### src/rtl/pfs_pkg.sv
// Package for program flow and return stack constants
package pfs_pkg;
  localparam logic [3:0] PFS_IDX_RESET = 4'h7;
  localparam logic [7:0] PFS_IDX_ADDR = 8'h01;
  localparam logic [12:0] PFS_PTR_RESET = 13'h0000;
  localparam logic [12:0] PFS_VEC_EXT = 13'h0005;
  localparam logic [12:0] PFS_VEC_TIMER = 13'h0003;
  localparam logic [1:0] PFS_CALL_PAGE = 2'h0;
  localparam int PFS_SLOTS = 7;
  localparam logic [2:0] PFS_EMPTY_SLOT = 3'h7;
  localparam logic [15:0] PFS_UNDEF_SLOT = 16'h0000;
  typedef enum logic [1:0] {
    PFS_IDLE = 2'b00,
    PFS_TBL_RESTORE = 2'b01
  } pfs_state_e;
endpackage : pfs_pkg
### src/rtl/pfs_flow.sv
// Instruction pointer and seven-slot return-address stack
// Functional notes
// - Return-slot index is a 4-bit counter; low three bits pick the slot.
// - Index values 000 to 111 address slots 0 to 7; index alone selects.
// - Eight logical 16-bit slots; only 0 to 6 hold storage.
// - Upper 3 bits of slots are zero (4 bits on 12-bit variant).
// - Calls, table fetches and accepted interrupts push a return address.
// - Index readable and writable at register 01H; bit 3 reads zero.
// - Power-on and chip-enable reset clear the instruction pointer.
// - Jump takes page bits from encoding; call forces page 00.
// - Interrupt vectors: external pin 0005H first, timer 0003H second.
// - Push decrements index first, then stores in the new slot.
// - Return loads pointer from current slot, then increments index.
// - Table fetch reads memory at target into buffer, then returns.
// - Slot 7 reads undefined; deep nesting returns to undefined address. Here slot 7 reads 0000H, so such a return goes to 0000H.
`timescale 1ns/1ns
`default_nettype none
module pfs_flow
  import pfs_pkg::*;
#(
  parameter int PTR_W = 13
) (
  // Clock and resets
  input wire logic clk,
  input wire logic rst,
  input wire logic clock_stop_rst,
  // Decoded operations
  input wire logic jump_op,
  input wire logic call_op,
  input wire logic jump_ind_op,
  input wire logic call_ind_op,
  input wire logic table_fetch_op,
  input wire logic return_op,
  input wire logic return_skip_op,
  input wire logic return_from_irq_op,
  input wire logic [1:0] page_sel,
  input wire logic [10:0] operand,
  input wire logic [12:0] indirect_target_reg,
  // Interrupt acceptance
  input wire logic irq_ext_accept,
  input wire logic irq_timer_accept,
  // Register manipulation port
  input wire logic reg_wr,
  input wire logic [7:0] reg_addr,
  input wire logic [3:0] reg_wdata,
  output logic [3:0] reg_rdata,
  // Program memory table read
  output logic [12:0] prog_addr,
  input wire logic [15:0] prog_data,
  output logic [15:0] table_read_buffer,
  // State
  output logic [12:0] instr_pointer,
  output logic [3:0] return_slot_index
);
  localparam int ZERO_W = 16 - PTR_W;

  logic [PTR_W-1:0] return_slot [PFS_SLOTS];
  pfs_state_e state;
  logic [12:0] ret_addr;
  logic push;
  logic ret_any;
  logic [3:0] next_idx;
  logic [15:0] cur_slot;
  logic irq_any;

  function automatic logic [15:0] slot_read(input logic [2:0] sel,
      input logic [PTR_W-1:0] val);
    if (sel == PFS_EMPTY_SLOT) begin
      slot_read = PFS_UNDEF_SLOT;
    end else begin
      slot_read = {{ZERO_W{1'b0}}, val};
    end
  endfunction : slot_read

  assign irq_any = irq_ext_accept | irq_timer_accept;
  assign push = call_op | call_ind_op | table_fetch_op | irq_any;
  assign ret_any = return_op | return_skip_op | return_from_irq_op;
  assign ret_addr = instr_pointer + 13'h0001;
  assign cur_slot = slot_read(return_slot_index[2:0],
      return_slot[return_slot_index[2:0] == PFS_EMPTY_SLOT ? 3'h0
                  : return_slot_index[2:0]]);

  // Index counter
  always_comb begin
    next_idx = return_slot_index;
    if (push && state == PFS_IDLE) begin
      next_idx = return_slot_index - 4'h1;
    end else if (ret_any || state == PFS_TBL_RESTORE) begin
      next_idx = return_slot_index + 4'h1;
    end
  end

  always_ff @(posedge clk) begin
    if (rst || clock_stop_rst) begin
      return_slot_index <= PFS_IDX_RESET;
    end else if (reg_wr && reg_addr == PFS_IDX_ADDR) begin
      return_slot_index <= {1'b0, reg_wdata[2:0]};
    end else begin
      return_slot_index <= {1'b0, next_idx[2:0]};
    end
  end

  // Slot storage, written at the decremented index
  always_ff @(posedge clk) begin
    if (push && state == PFS_IDLE && next_idx[2:0] != PFS_EMPTY_SLOT) begin
      return_slot[next_idx[2:0]] <= ret_addr[PTR_W-1:0];
    end
  end

  // Table fetch sequencer
  always_ff @(posedge clk) begin
    if (rst) begin
      state <= PFS_IDLE;
      table_read_buffer <= 16'h0000;
    end else begin
      case (state)
        PFS_IDLE: begin
          if (table_fetch_op && !irq_any) begin
            state <= PFS_TBL_RESTORE;
          end
        end
        PFS_TBL_RESTORE: begin
          table_read_buffer <= prog_data;
          state <= PFS_IDLE;
        end
        default: state <= PFS_IDLE;
      endcase
    end
  end

  // Instruction pointer
  always_ff @(posedge clk) begin
    if (rst) begin
      instr_pointer <= PFS_PTR_RESET;
    end else if (state == PFS_TBL_RESTORE) begin
      instr_pointer <= cur_slot[12:0];
    end else if (irq_ext_accept) begin
      instr_pointer <= PFS_VEC_EXT;
    end else if (irq_timer_accept) begin
      instr_pointer <= PFS_VEC_TIMER;
    end else if (jump_op) begin
      instr_pointer <= {page_sel, operand};
    end else if (call_op) begin
      instr_pointer <= {PFS_CALL_PAGE, operand};
    end else if (jump_ind_op || call_ind_op) begin
      instr_pointer <= indirect_target_reg;
    end else if (ret_any) begin
      instr_pointer <= cur_slot[12:0];
    end else if (!table_fetch_op) begin
      instr_pointer <= ret_addr;
    end
  end

  always_ff @(posedge clk) begin
    if (rst) begin
      prog_addr <= 13'h0000;
      reg_rdata <= 4'h0;
    end else begin
      prog_addr <= table_fetch_op ? indirect_target_reg : instr_pointer;
      reg_rdata <= {1'b0, return_slot_index[2:0]};
    end
  end

  chk_reset_index: assert property (@(posedge clk)
    rst |=> return_slot_index == PFS_IDX_RESET)
    else $error("index not 7 after reset");
  chk_reset_ptr: assert property (@(posedge clk)
    rst |=> instr_pointer == 13'h0000)
    else $error("pointer not zero after reset");
  chk_push_dec: assert property (@(posedge clk) disable iff (rst)
    (call_op && state == PFS_IDLE && !reg_wr && !clock_stop_rst) |=>
    return_slot_index[2:0] == $past(return_slot_index[2:0]) - 3'h1)
    else $error("push did not decrement index");
  chk_ret_inc: assert property (@(posedge clk) disable iff (rst)
    (return_op && !push && !reg_wr && !clock_stop_rst) |=>
    return_slot_index[2:0] == $past(return_slot_index[2:0]) + 3'h1)
    else $error("return did not increment index");
  chk_ext_vec: assert property (@(posedge clk) disable iff (rst)
    (irq_ext_accept && state == PFS_IDLE) |=> instr_pointer == PFS_VEC_EXT)
    else $error("external vector wrong");
  chk_call_page: assert property (@(posedge clk) disable iff (rst)
    (call_op && !irq_any && !jump_op && state == PFS_IDLE) |=>
    instr_pointer[12:11] == 2'b00)
    else $error("call page not zero");
  chk_bit3_zero: assert property (@(posedge clk) disable iff (rst)
    ##1 reg_rdata[3] == 1'b0)
    else $error("index bit 3 read as one");
  chk_tbl_restore: assert property (@(posedge clk) disable iff (rst)
    (table_fetch_op && !irq_any && state == PFS_IDLE) |=>
    state == PFS_TBL_RESTORE ##1 state == PFS_IDLE)
    else $error("table fetch sequence wrong");
  chk_ind_jump: assert property (@(posedge clk) disable iff (rst)
    (jump_ind_op && !irq_any && !jump_op && !call_op && state == PFS_IDLE)
    |=> instr_pointer == $past(indirect_target_reg))
    else $error("indirect jump target wrong");
  chk_timer_vec: assert property (@(posedge clk) disable iff (rst)
    (irq_timer_accept && !irq_ext_accept && state == PFS_IDLE) |=>
    instr_pointer == PFS_VEC_TIMER)
    else $error("timer vector wrong");
  chk_jump_page: assert property (@(posedge clk) disable iff (rst)
    (jump_op && !irq_any && state == PFS_IDLE) |=>
    instr_pointer == {$past(page_sel), $past(operand)})
    else $error("jump target wrong");
  chk_push_store: assert property (@(posedge clk) disable iff (rst)
    (push && state == PFS_IDLE && !reg_wr && !clock_stop_rst &&
    next_idx[2:0] != PFS_EMPTY_SLOT) |=>
    cur_slot[PTR_W-1:0] == $past(ret_addr[PTR_W-1:0]))
    else $error("return address not stored");
  chk_ret_ptr: assert property (@(posedge clk) disable iff (rst)
    (ret_any && !push && !jump_op && !jump_ind_op && state == PFS_IDLE) |=>
    instr_pointer == $past(cur_slot[12:0]))
    else $error("return pointer wrong");
  chk_idx_write: assert property (@(posedge clk) disable iff (rst)
    (reg_wr && reg_addr == PFS_IDX_ADDR && !clock_stop_rst) |=>
    return_slot_index == {1'b0, $past(reg_wdata[2:0])})
    else $error("index write lost");
  chk_stop_index: assert property (@(posedge clk)
    clock_stop_rst |=> return_slot_index == PFS_IDX_RESET)
    else $error("index not 7 after clock stop");
  chk_tbl_buffer: assert property (@(posedge clk) disable iff (rst)
    state == PFS_TBL_RESTORE |=> table_read_buffer == $past(prog_data))
    else $error("table data not captured");
endmodule : pfs_flow
`default_nettype wire

### config.mk
export PLATFORM = sky130hd
export DESIGN_NAME = pfs_flow
export DESIGN_NICKNAME = d
export VERILOG_FILES = /design/src/rtl/pfs_pkg.sv /design/src/rtl/pfs_flow.sv
export SDC_FILE = /design/constraint.sdc
export NUM_CORES = 1
export LEC_CHECK = 0
export ABC_AREA = 1
export BUFFER_PORTS_ARGS = -buffer_cell sky130_fd_sc_hd__buf_2
export CAP_MARGIN = 40
export CORE_UTILIZATION = 46
export DETAILED_ROUTE_END_ITERATION = 6
export GPL_TIMING_DRIVEN = 0
export PLACE_DENSITY = 0.69
export SETUP_SLACK_MARGIN = 0.1
export SYNTH_ARGS = -nofsm -noshare
export SYNTH_HDL_FRONTEND = slang
export SYNTH_SLANG_ARGS = --single-unit
### constraint.sdc
create_clock -name clk -period 7.6 [get_ports clk]
set_clock_uncertainty 0.1 [all_clocks]
set_input_delay 0.76 -clock clk [delete_from_list [all_inputs] [get_ports clk]]
set_output_delay 0.76 -clock clk [all_outputs]
set_load 0.005 [all_outputs]
Word-level counts from Yosys, hierarchy flattened
Memory sizes are Yosys's and may differ from the RTL's. Cells that the tools add are included.

Bits in registers: 50. Bits in writable memories: 91. Input bits: 68. Output and inout port bits: 50. Logic and storage cells: 48. Memories kept: 1.

Add/subtract/negate cells: 3. Equal/unequal tests: 4. Muxes and demuxes: 16. Bitwise gates (word level): 7. Reduce and logical (&&, ||, !) cells: 10.

Memories: return_slot (words 7, bits a word 13, rd ports 1, clocked after Yosys merged registers in 0, write ports 1, line pfs_flow.sv:57) `logic [PTR_W-1:0] return_slot [PFS_SLOTS];`.

Operators by type and width (number): $mux 13 (10); $add 13x1->13 const B (1); $mux 3 (4); $eq 8x1->1 const B (1); $ne 8x3->1 const B (1); $or 1x1->1 (6); $logic_and 1x1->1 (4); $add 3x1->3 const B (1); $eq 3x3->1 const B (1); $logic_or 1x1->1 (3); $ne 3x3->1 const B (1); $sub 3x1->3 const B (1); $logic_not 2->1 (1); $mux 1 (2); $reduce_or 2->1 (1); $logic_not 1->1 (1); $not 1->1 (1).

Logic depth before layout (Yosys ltp)
Gate-level depths: netlist (run 1). An unclocked memory read counts as a cell.

Depth after elaboration: 11. Depth in mapped cells: 16. Gate-level depth less buffers: 16.

Worst setup path before layout (run 1)
No wires, ideal clock.

Path type: input to register. Start point: input port return_skip_op. End point: memory return_slot[3][0], enable pin. Library setup time: 0.400 ns. Arrival: 2.582 ns. Data required time: 7.100 ns. Path slack: 4.518 ns. Stages on the path: 9. Buffers on the path: 0. Cells stage by stage: nor3_4 -> inv_2 -> nor2_4 -> nand2_1 -> o21ai_0 -> nand2_1 -> nand2_1 -> inv_1 -> nor3_1.

Word-level cells in the longest chain between the ends: 9.

RTL lines: start: declaration (line pfs_flow.sv:34) `input wire logic return_skip_op,`; $or 1x1->1 (*) (2 in series) (line pfs_flow.sv:77) `assign ret_any = return_op | return_skip_op | return_from_irq_op;`; $logic_or 1x1->1 (*) (line pfs_flow.sv:88) `end else if (ret_any || state == PFS_TBL_RESTORE) begin`; $mux 3 (*) (line pfs_flow.sv:88); $mux 3 (*) (line pfs_flow.sv:86) `if (push && state == PFS_IDLE) begin`; $ne 3x3->1 (line pfs_flow.sv:105) `if (push && state == PFS_IDLE && next_idx[2:0] != PFS_EMPTY_SLOT) begin`; $logic_and 1x1->1 (line pfs_flow.sv:105); $mux 1 (line pfs_flow.sv:105); $mux 1 (implied by the code) (line pfs_flow.sv:106) `return_slot[next_idx[2:0]] <= ret_addr[PTR_W-1:0];`; end: declaration (line pfs_flow.sv:57).

Mark *: on every way between the ends. The rest lies on a longest branch, timed or not.

Worst setup path after layout (run 1)
Start point: input port return_skip_op. End point: memory return_slot[3][12], enable pin.

The elaborated chain is that of the path after synthesis.

==> metrics.txt, run 1 <==
Die X 122 um; routability congestion estimate 0.903; Num CTS Buffers 17; Power Density 239 nW/um2; Fin. Hold Viols 0; Yosys warning total 0; Max stage delay cell, worst path nor3_2; Die ar. 14,800 um2; max cap viols 0; Seq cells post-synth 140; Final Max Slew Viols 0; area of the core 13,900 um2; starting DRC count in detailed routing 490; Crit path largest cell delay 540 ps; min Tclk post-route 2800 ps; Main synth FF type edfxtp_1; Netlist cell types 34; Worst Setup End Kind flip-flop; RSZ-0062 raised after global routing false; # IOs 118; Post-synth EDFFs 91; Req. time, crit path 7630 ps; setup bufs post-CTS 0; CTS root buf clkbuf_16; Vias 5,782; kind of start point of the critical path primary input; Peak supply drop 215 uV; starting density of the core 0.474; worst-skew pair later-pin latency 420 ps; largest delay contributor family on the critical path simple AND/OR/NAND/NOR gates; first-pass GRT wire length 27.1 mm; arrival time worst endpoint 2820 ps; final setup TNS 0 ps; most used cell, CP nand2_1; DRT Pass-1 Iters 5; post-place setup slack 4320 ps; post-CTS sizing 0; CTS tree done; pin count of the biggest net entering global routing 17; Buf+Inv Stages, Crit Path 4; Clock Tree Buf Depth 2; ys async rst share 0; wire per inst 15.4 um; Lkg Pwr 3.71 nW; fillers 1,274; mapped cell area 6610 um2; Area Overhead vs Synth 21.7%; antenna violations before repair 0; HP Class flip-flop to flip-flop; Mapped Cells 769; worst setup margin 4800 ps; critical path, cell by cell buf_2 -> nor3_4 -> inv_2 -> nor2_4 -> nand2_1 -> o21ai_0 -> nand2_1 -> nand2_1 -> inv_1 -> nor3_2 -> buf_6; Worst R2R Setup Slack 4940 ps; row count 43; number of diodes 0; number of I/O port buffers 114; Tightest Pin Transition 642 ps; status finished, final reports clean; Die Ht 122 um; CTS Sinks 140; Tcrit/Tclk final 0.368; CP Max Fanout 8; sequential fraction of the synthesis area 0.562; WL final 17.0 mm; H-Tree Depth 4; cts-stage hold buffer count 0; slew margin rel. 0.570; vias in the first global route 5,541; Synth Area per Inst 8.59 um2; Peak Freq 357 MHz; Worst-path clk slew 60 ps; DRC violation count after routing 0; vias per cell 5.25; Final HPWL DP 12.4 mm; Antenna Violating Nets Remaining 0; GRT Util Overall 0.244; Final setup viols 0; NumNets Final 982; Setup Crit Path Kind primary input to flip-flop; GRT overflow 0; layout cell share with drive strength beyond 1 0.202
-- power by group --
group | internal, mW | switching (mW)
combinational | 0.0796 | 0.152
clock | 0.515 | 0.311
sequential | 0.848 | 0.0138
total | 1.44 | 0.477
-- cell type report --
class                           count  area, um2  area share
Inverter                           75        282      0.0350
Clock buffer                       21        440      0.0548
Timing Repair Buffer              119        616      0.0765
Tap cell                          180        225      0.0280
Multi-Input combinational cell    520       2430       0.302
Buffer                             35        193      0.0240
Sequential cell                   140       3710       0.462
Clock inverter                     11        145      0.0180
-- metrics by stage --
step | total power [mW] | utilization | cells | cell area, um2 | hold WS [ps]
after floorplan | 1.02 | - | 770 | 6610 | 382
after global placement | 1.10 | 0.532 | 1064 | 7410 | 376
after detailed placement | 1.11 | 0.535 | 1069 | 7460 | 383
after CTS | 1.92 | 0.577 | 1101 | 8040 | 398
after global routing | 1.99 | 0.577 | 1101 | 8040 | 426
final | 1.92 | 0.577 | 1101 | 8040 | 394
-- kinds of logic after synthesis --
| logic type | after synthesis | share of synthesized area |
|---|---|---|
| AND/OR/NAND/NOR | 387 | 0.248 |
| flip-flops | 140 | 0.562 |
| AO/OA/AOI/OAI | 120 | 0.0992 |
| buffers and inverters | 110 | 0.0718 |
| adder cells (fa/ha/maj) | 6 | 0.0114 |
| XOR/XNOR | 5 | 0.00663 |
| other | 1 | 0.000568 |
-- layout by cell type (no fill, tap or decap), drive strengths merged, types with 38 or more instances in the layout --
cell type	netlist	final
edfxtp	91	91
inv	73	73
nand2	225	225
clkbuf	17	38
buf	18	137
a21oi	49	49
nand3	75	75
dfxtp	49	49
o21ai	58	58
nor2	73	73
-- path summary, 6_finish.rpt --
kind | startpoint | endpoint | cells after the start
worst min-delay path | table_read_buffer[10]$_SDFFE_PP0P_ | table_read_buffer[10]$_SDFFE_PP0P_ | 2
worst max-delay path | return_skip_op | return_slot[3][12]$_DFFE_PP_ | 11
worst max register to register | return_slot_index[1]$_SDFF_PP1_ | return_slot[0][7]$_DFFE_PP_ | 7
worst min register to register | table_read_buffer[10]$_SDFFE_PP0P_ | table_read_buffer[10]$_SDFFE_PP0P_ | 2
-- layer usage --
layer	wire (um)	track usage	share of wire
met1	7450	0.317	0.44
met2	8050	0.389	0.47
met3	1130	0.0693	0.067
met4	352	0.0826	0.021
met5	0	0	0
-- registers in the layout, indices dropped and copies added, names as in the netlist --
| signal | flops |
|---|---|
| prog_addr | 13 |
| state | 1 |
| instr_pointer | 13 |
| return_slot | 91 |
| reg_rdata | 3 |
| table_read_buffer | 16 |
| return_slot_index | 3 |
-- cells in the mapped netlist, types with 2 or more instances --
library cell,count,area (um2)
a21oi_2,6,52.6
a21oi_1,43,215
clkinv_1,2,7.51
nor3_1,6,30.0
buf_4,3,22.5
dfxtp_1,49,981
o21ai_1,5,25.0
ha_1,6,75.1
inv_2,4,15.0
edfxtp_1,91,2730
nand3_1,74,370
nor2_4,3,33.8
clkbuf_1,17,63.8
xor2_1,4,35.0
o21bai_1,4,30.0
o21ai_0,53,265
buf_2,10,50.1
o211ai_1,9,67.6
nor2_1,69,259
nand2_1,222,833
buf_6,5,56.3
nand2_2,2,12.5
nand4_1,3,18.8
inv_1,69,259
-- tightest hold or removal path: cells and delay by family, from the launching register on --
kind            cells  cell delay [ps]
compound gates      1               70
simple gates        1               70
flops               1              320
(Power assumes the default switching activity.)
==> run 2: changes to the inputs <==
--- a/config.mk
+++ b/config.mk
@@ -11,7 +11,7 @@
 export CORE_UTILIZATION = 46
 export DETAILED_ROUTE_END_ITERATION = 6
 export GPL_TIMING_DRIVEN = 0
-export PLACE_DENSITY = 0.69
+export PLACE_DENSITY = 0.71
 export SETUP_SLACK_MARGIN = 0.1
 export SYNTH_ARGS = -nofsm -noshare
 export SYNTH_HDL_FRONTEND = slang
==> constraint.sdc (replaced) <==
create_clock -name clk -period 2.2 [get_ports clk]
set_clock_uncertainty 0.1 [all_clocks]
set_input_delay 0.22 -clock clk [delete_from_list [all_inputs] [get_ports clk]]
set_output_delay 0.22 -clock clk [all_outputs]
set_load 0.005 [all_outputs]
==> run 2 against run 1 <==
Clock-buffer cell count increased by 8. Clock power increased to 3.4 times the previous value. First-iteration DRC count increased by 15%. Design area increased by 10%. Worst setup slack got worse by 4700 ps. Hold slack got worse by 380 ps. Sequential share of layout area decreased by 4.2 points. Combinational power increased to 4.4 times the previous value. Sequential cell count unchanged. Utilization increased by 6.0 points. Register-to-register slack got worse by 4900 ps. Largest cell class unchanged. Largest power group unchanged. Highest routed layer unchanged.
==> metrics.txt, run 2 (synthesis gave the netlist of run 1 again) <==
status finished, final reports clean; # IOs 118; vias in the first global route 5,874; Die ar. 14,800 um2; number of I/O port buffers 114; pin count of the biggest net entering global routing 17; Peak supply drop 562 uV; Vias 6,087; number of diodes 0; CTS tree done; GRT Util Overall 0.257; row count 43; CTS Sinks 140; CTS root buf clkbuf_16; GRT overflow 0; Tcrit/Tclk final 0.962; most common cell after layout, fill and taps aside nand2_1; DRC violation count after routing 0; Worst Setup End Kind flip-flop; max cap viols 0; Worst R2R Setup Slack 80 ps; FF-to-FF End return_slot[4][12]$_DFFE_PP_; Peak Freq 472 MHz; NumNets Final 1,029; area post-placement 7460 um2; fin area 8880 um2; Worst-path clk slew 60 ps; kind of start point of the critical path flip-flop; Die Ht 122 um; Lkg Pwr 4.00 nW; RR Startpoint return_slot_index[0]$_SDFF_PP1_; Die X 122 um; Num CTS Buffers 17; arrival time worst endpoint 2150 ps; Critical Path Start return_slot_index[0]$_SDFF_PP1_; WL final 18.7 mm; Tightest Pin Transition 690 ps; Final Util 0.637; max FFs per register 91; Fin. Hold Viols 0; Antenna Violating Nets Remaining 0; H-Tree Depth 4; most frequent cells in the layout nand2_1 (210), buf_2 (119), edfxtp_1 (91); antenna violations before repair 0; multi-input combinational cell area 2640 um2; Final setup viols 0; HP Class primary input to flip-flop; min Tclk post-route 2120 ps; layout cell share with drive strength beyond 1 0.259; RSZ-0062 raised after global routing true; Final HPWL DP 12.4 mm; Power Density 769 nW/um2; DRT Pass-1 Iters 5; starting density of the core 0.474; Area Overhead vs Synth 34.4%; wire per inst 16.3 um; vias per cell 5.30; Req. time, crit path 2230 ps; Setup Crit Path Kind flip-flop to flip-flop; slew margin rel. 0.540; area of the core 13,900 um2; first-pass GRT wire length 28.7 mm; FF-to-FF path depth 9; final setup TNS 0 ps; register area 3730 um2; starting DRC count in detailed routing 565; fillers 1,117; Final Max Slew Viols 0; CP Max Fanout 13; routability congestion estimate 0.906; worst-skew pair later-pin latency 420 ps; Clock Tree Buf Depth 2; CP Capture Point return_slot[4][12]$_DFFE_PP_
==> run 2: cell types whose count changed in the layout (fill, tap and decap cells not counted), sizes merged <==
cell and change:
clkbuf +10, buf +12, dlygate4sd3 +33, bufinv -3, clkinv -5
==> run 2: area by class of cell <==
cell class,count,area share
timing repair buffer,166,0.132
clock buffer,29,0.0648
inverter,75,0.0332
tap,180,0.0254
clock inverter,3,0.00197
sequential,140,0.420
multi-input combinational,520,0.297
buffer,35,0.0266
==> run 2: repair_timing <==
action	in CTS	in global routing
setup buffers	12	4
setup endpoints to repair	104	112
gates resized for setup	27	47
hold buffers	33	0
gates cloned	1	2
pin swaps	8	16
endpoints found under the hold margin	34	0
==> run 2: report_power, final <==
group	internal [mW]	switching, mW
clock network	1.77	1.06
logic	0.419	0.606
registers	2.93	0.0510
==> run 2: how the worst min path moves through the flow <==
stage	cells after the start	to	start
after floorplan	1	reg_rdata[0]$_SDFF_PP0_	rst
after global placement	3	table_read_buffer[7]$_SDFFE_PP0P_	prog_data[7]
after detailed placement	3	table_read_buffer[0]$_SDFFE_PP0P_	prog_data[0]
after CTS	4	instr_pointer[1]$_SDFFE_PP0P_	irq_ext_accept
after global routing	4	instr_pointer[1]$_SDFFE_PP0P_	irq_ext_accept
final	4	instr_pointer[1]$_SDFFE_PP0P_	irq_ext_accept
==> run 2: metal layers <==
layer / track usage / routed length [um]
met5: 0 / 0
met4: 0.103 / 361
met3: 0.0534 / 1300
met2: 0.428 / 9280
met1: 0.326 / 7810
==> run 2: worst max-delay path, cell delays in order (launching register included) <==
cell and delay, ps:
dfxtp_4 370, buf_6 150, inv_2 80, ha_1 310
inv_2 90, o211ai_1 110, o21ai_2 160, nand2_2 160
nor2_4 140, buf_12 160
==> run 2: through the flow <==
stage / hold WS, ps / power, mW / setup slack (ps) / cells
2_1_floorplan: 192 / 3.54 / 84.5 / 770
3_3_place_gp: 342 / 3.82 / -457 / 1064
3_5_place_dp: 349 / 3.83 / -468 / 1064
4_1_cts: 4.65 / 6.74 / 75.2 / 1142
5_1_grt: 42.1 / 7.08 / -69.8 / 1148
6_report: 19.2 / 6.83 / 83.4 / 1148
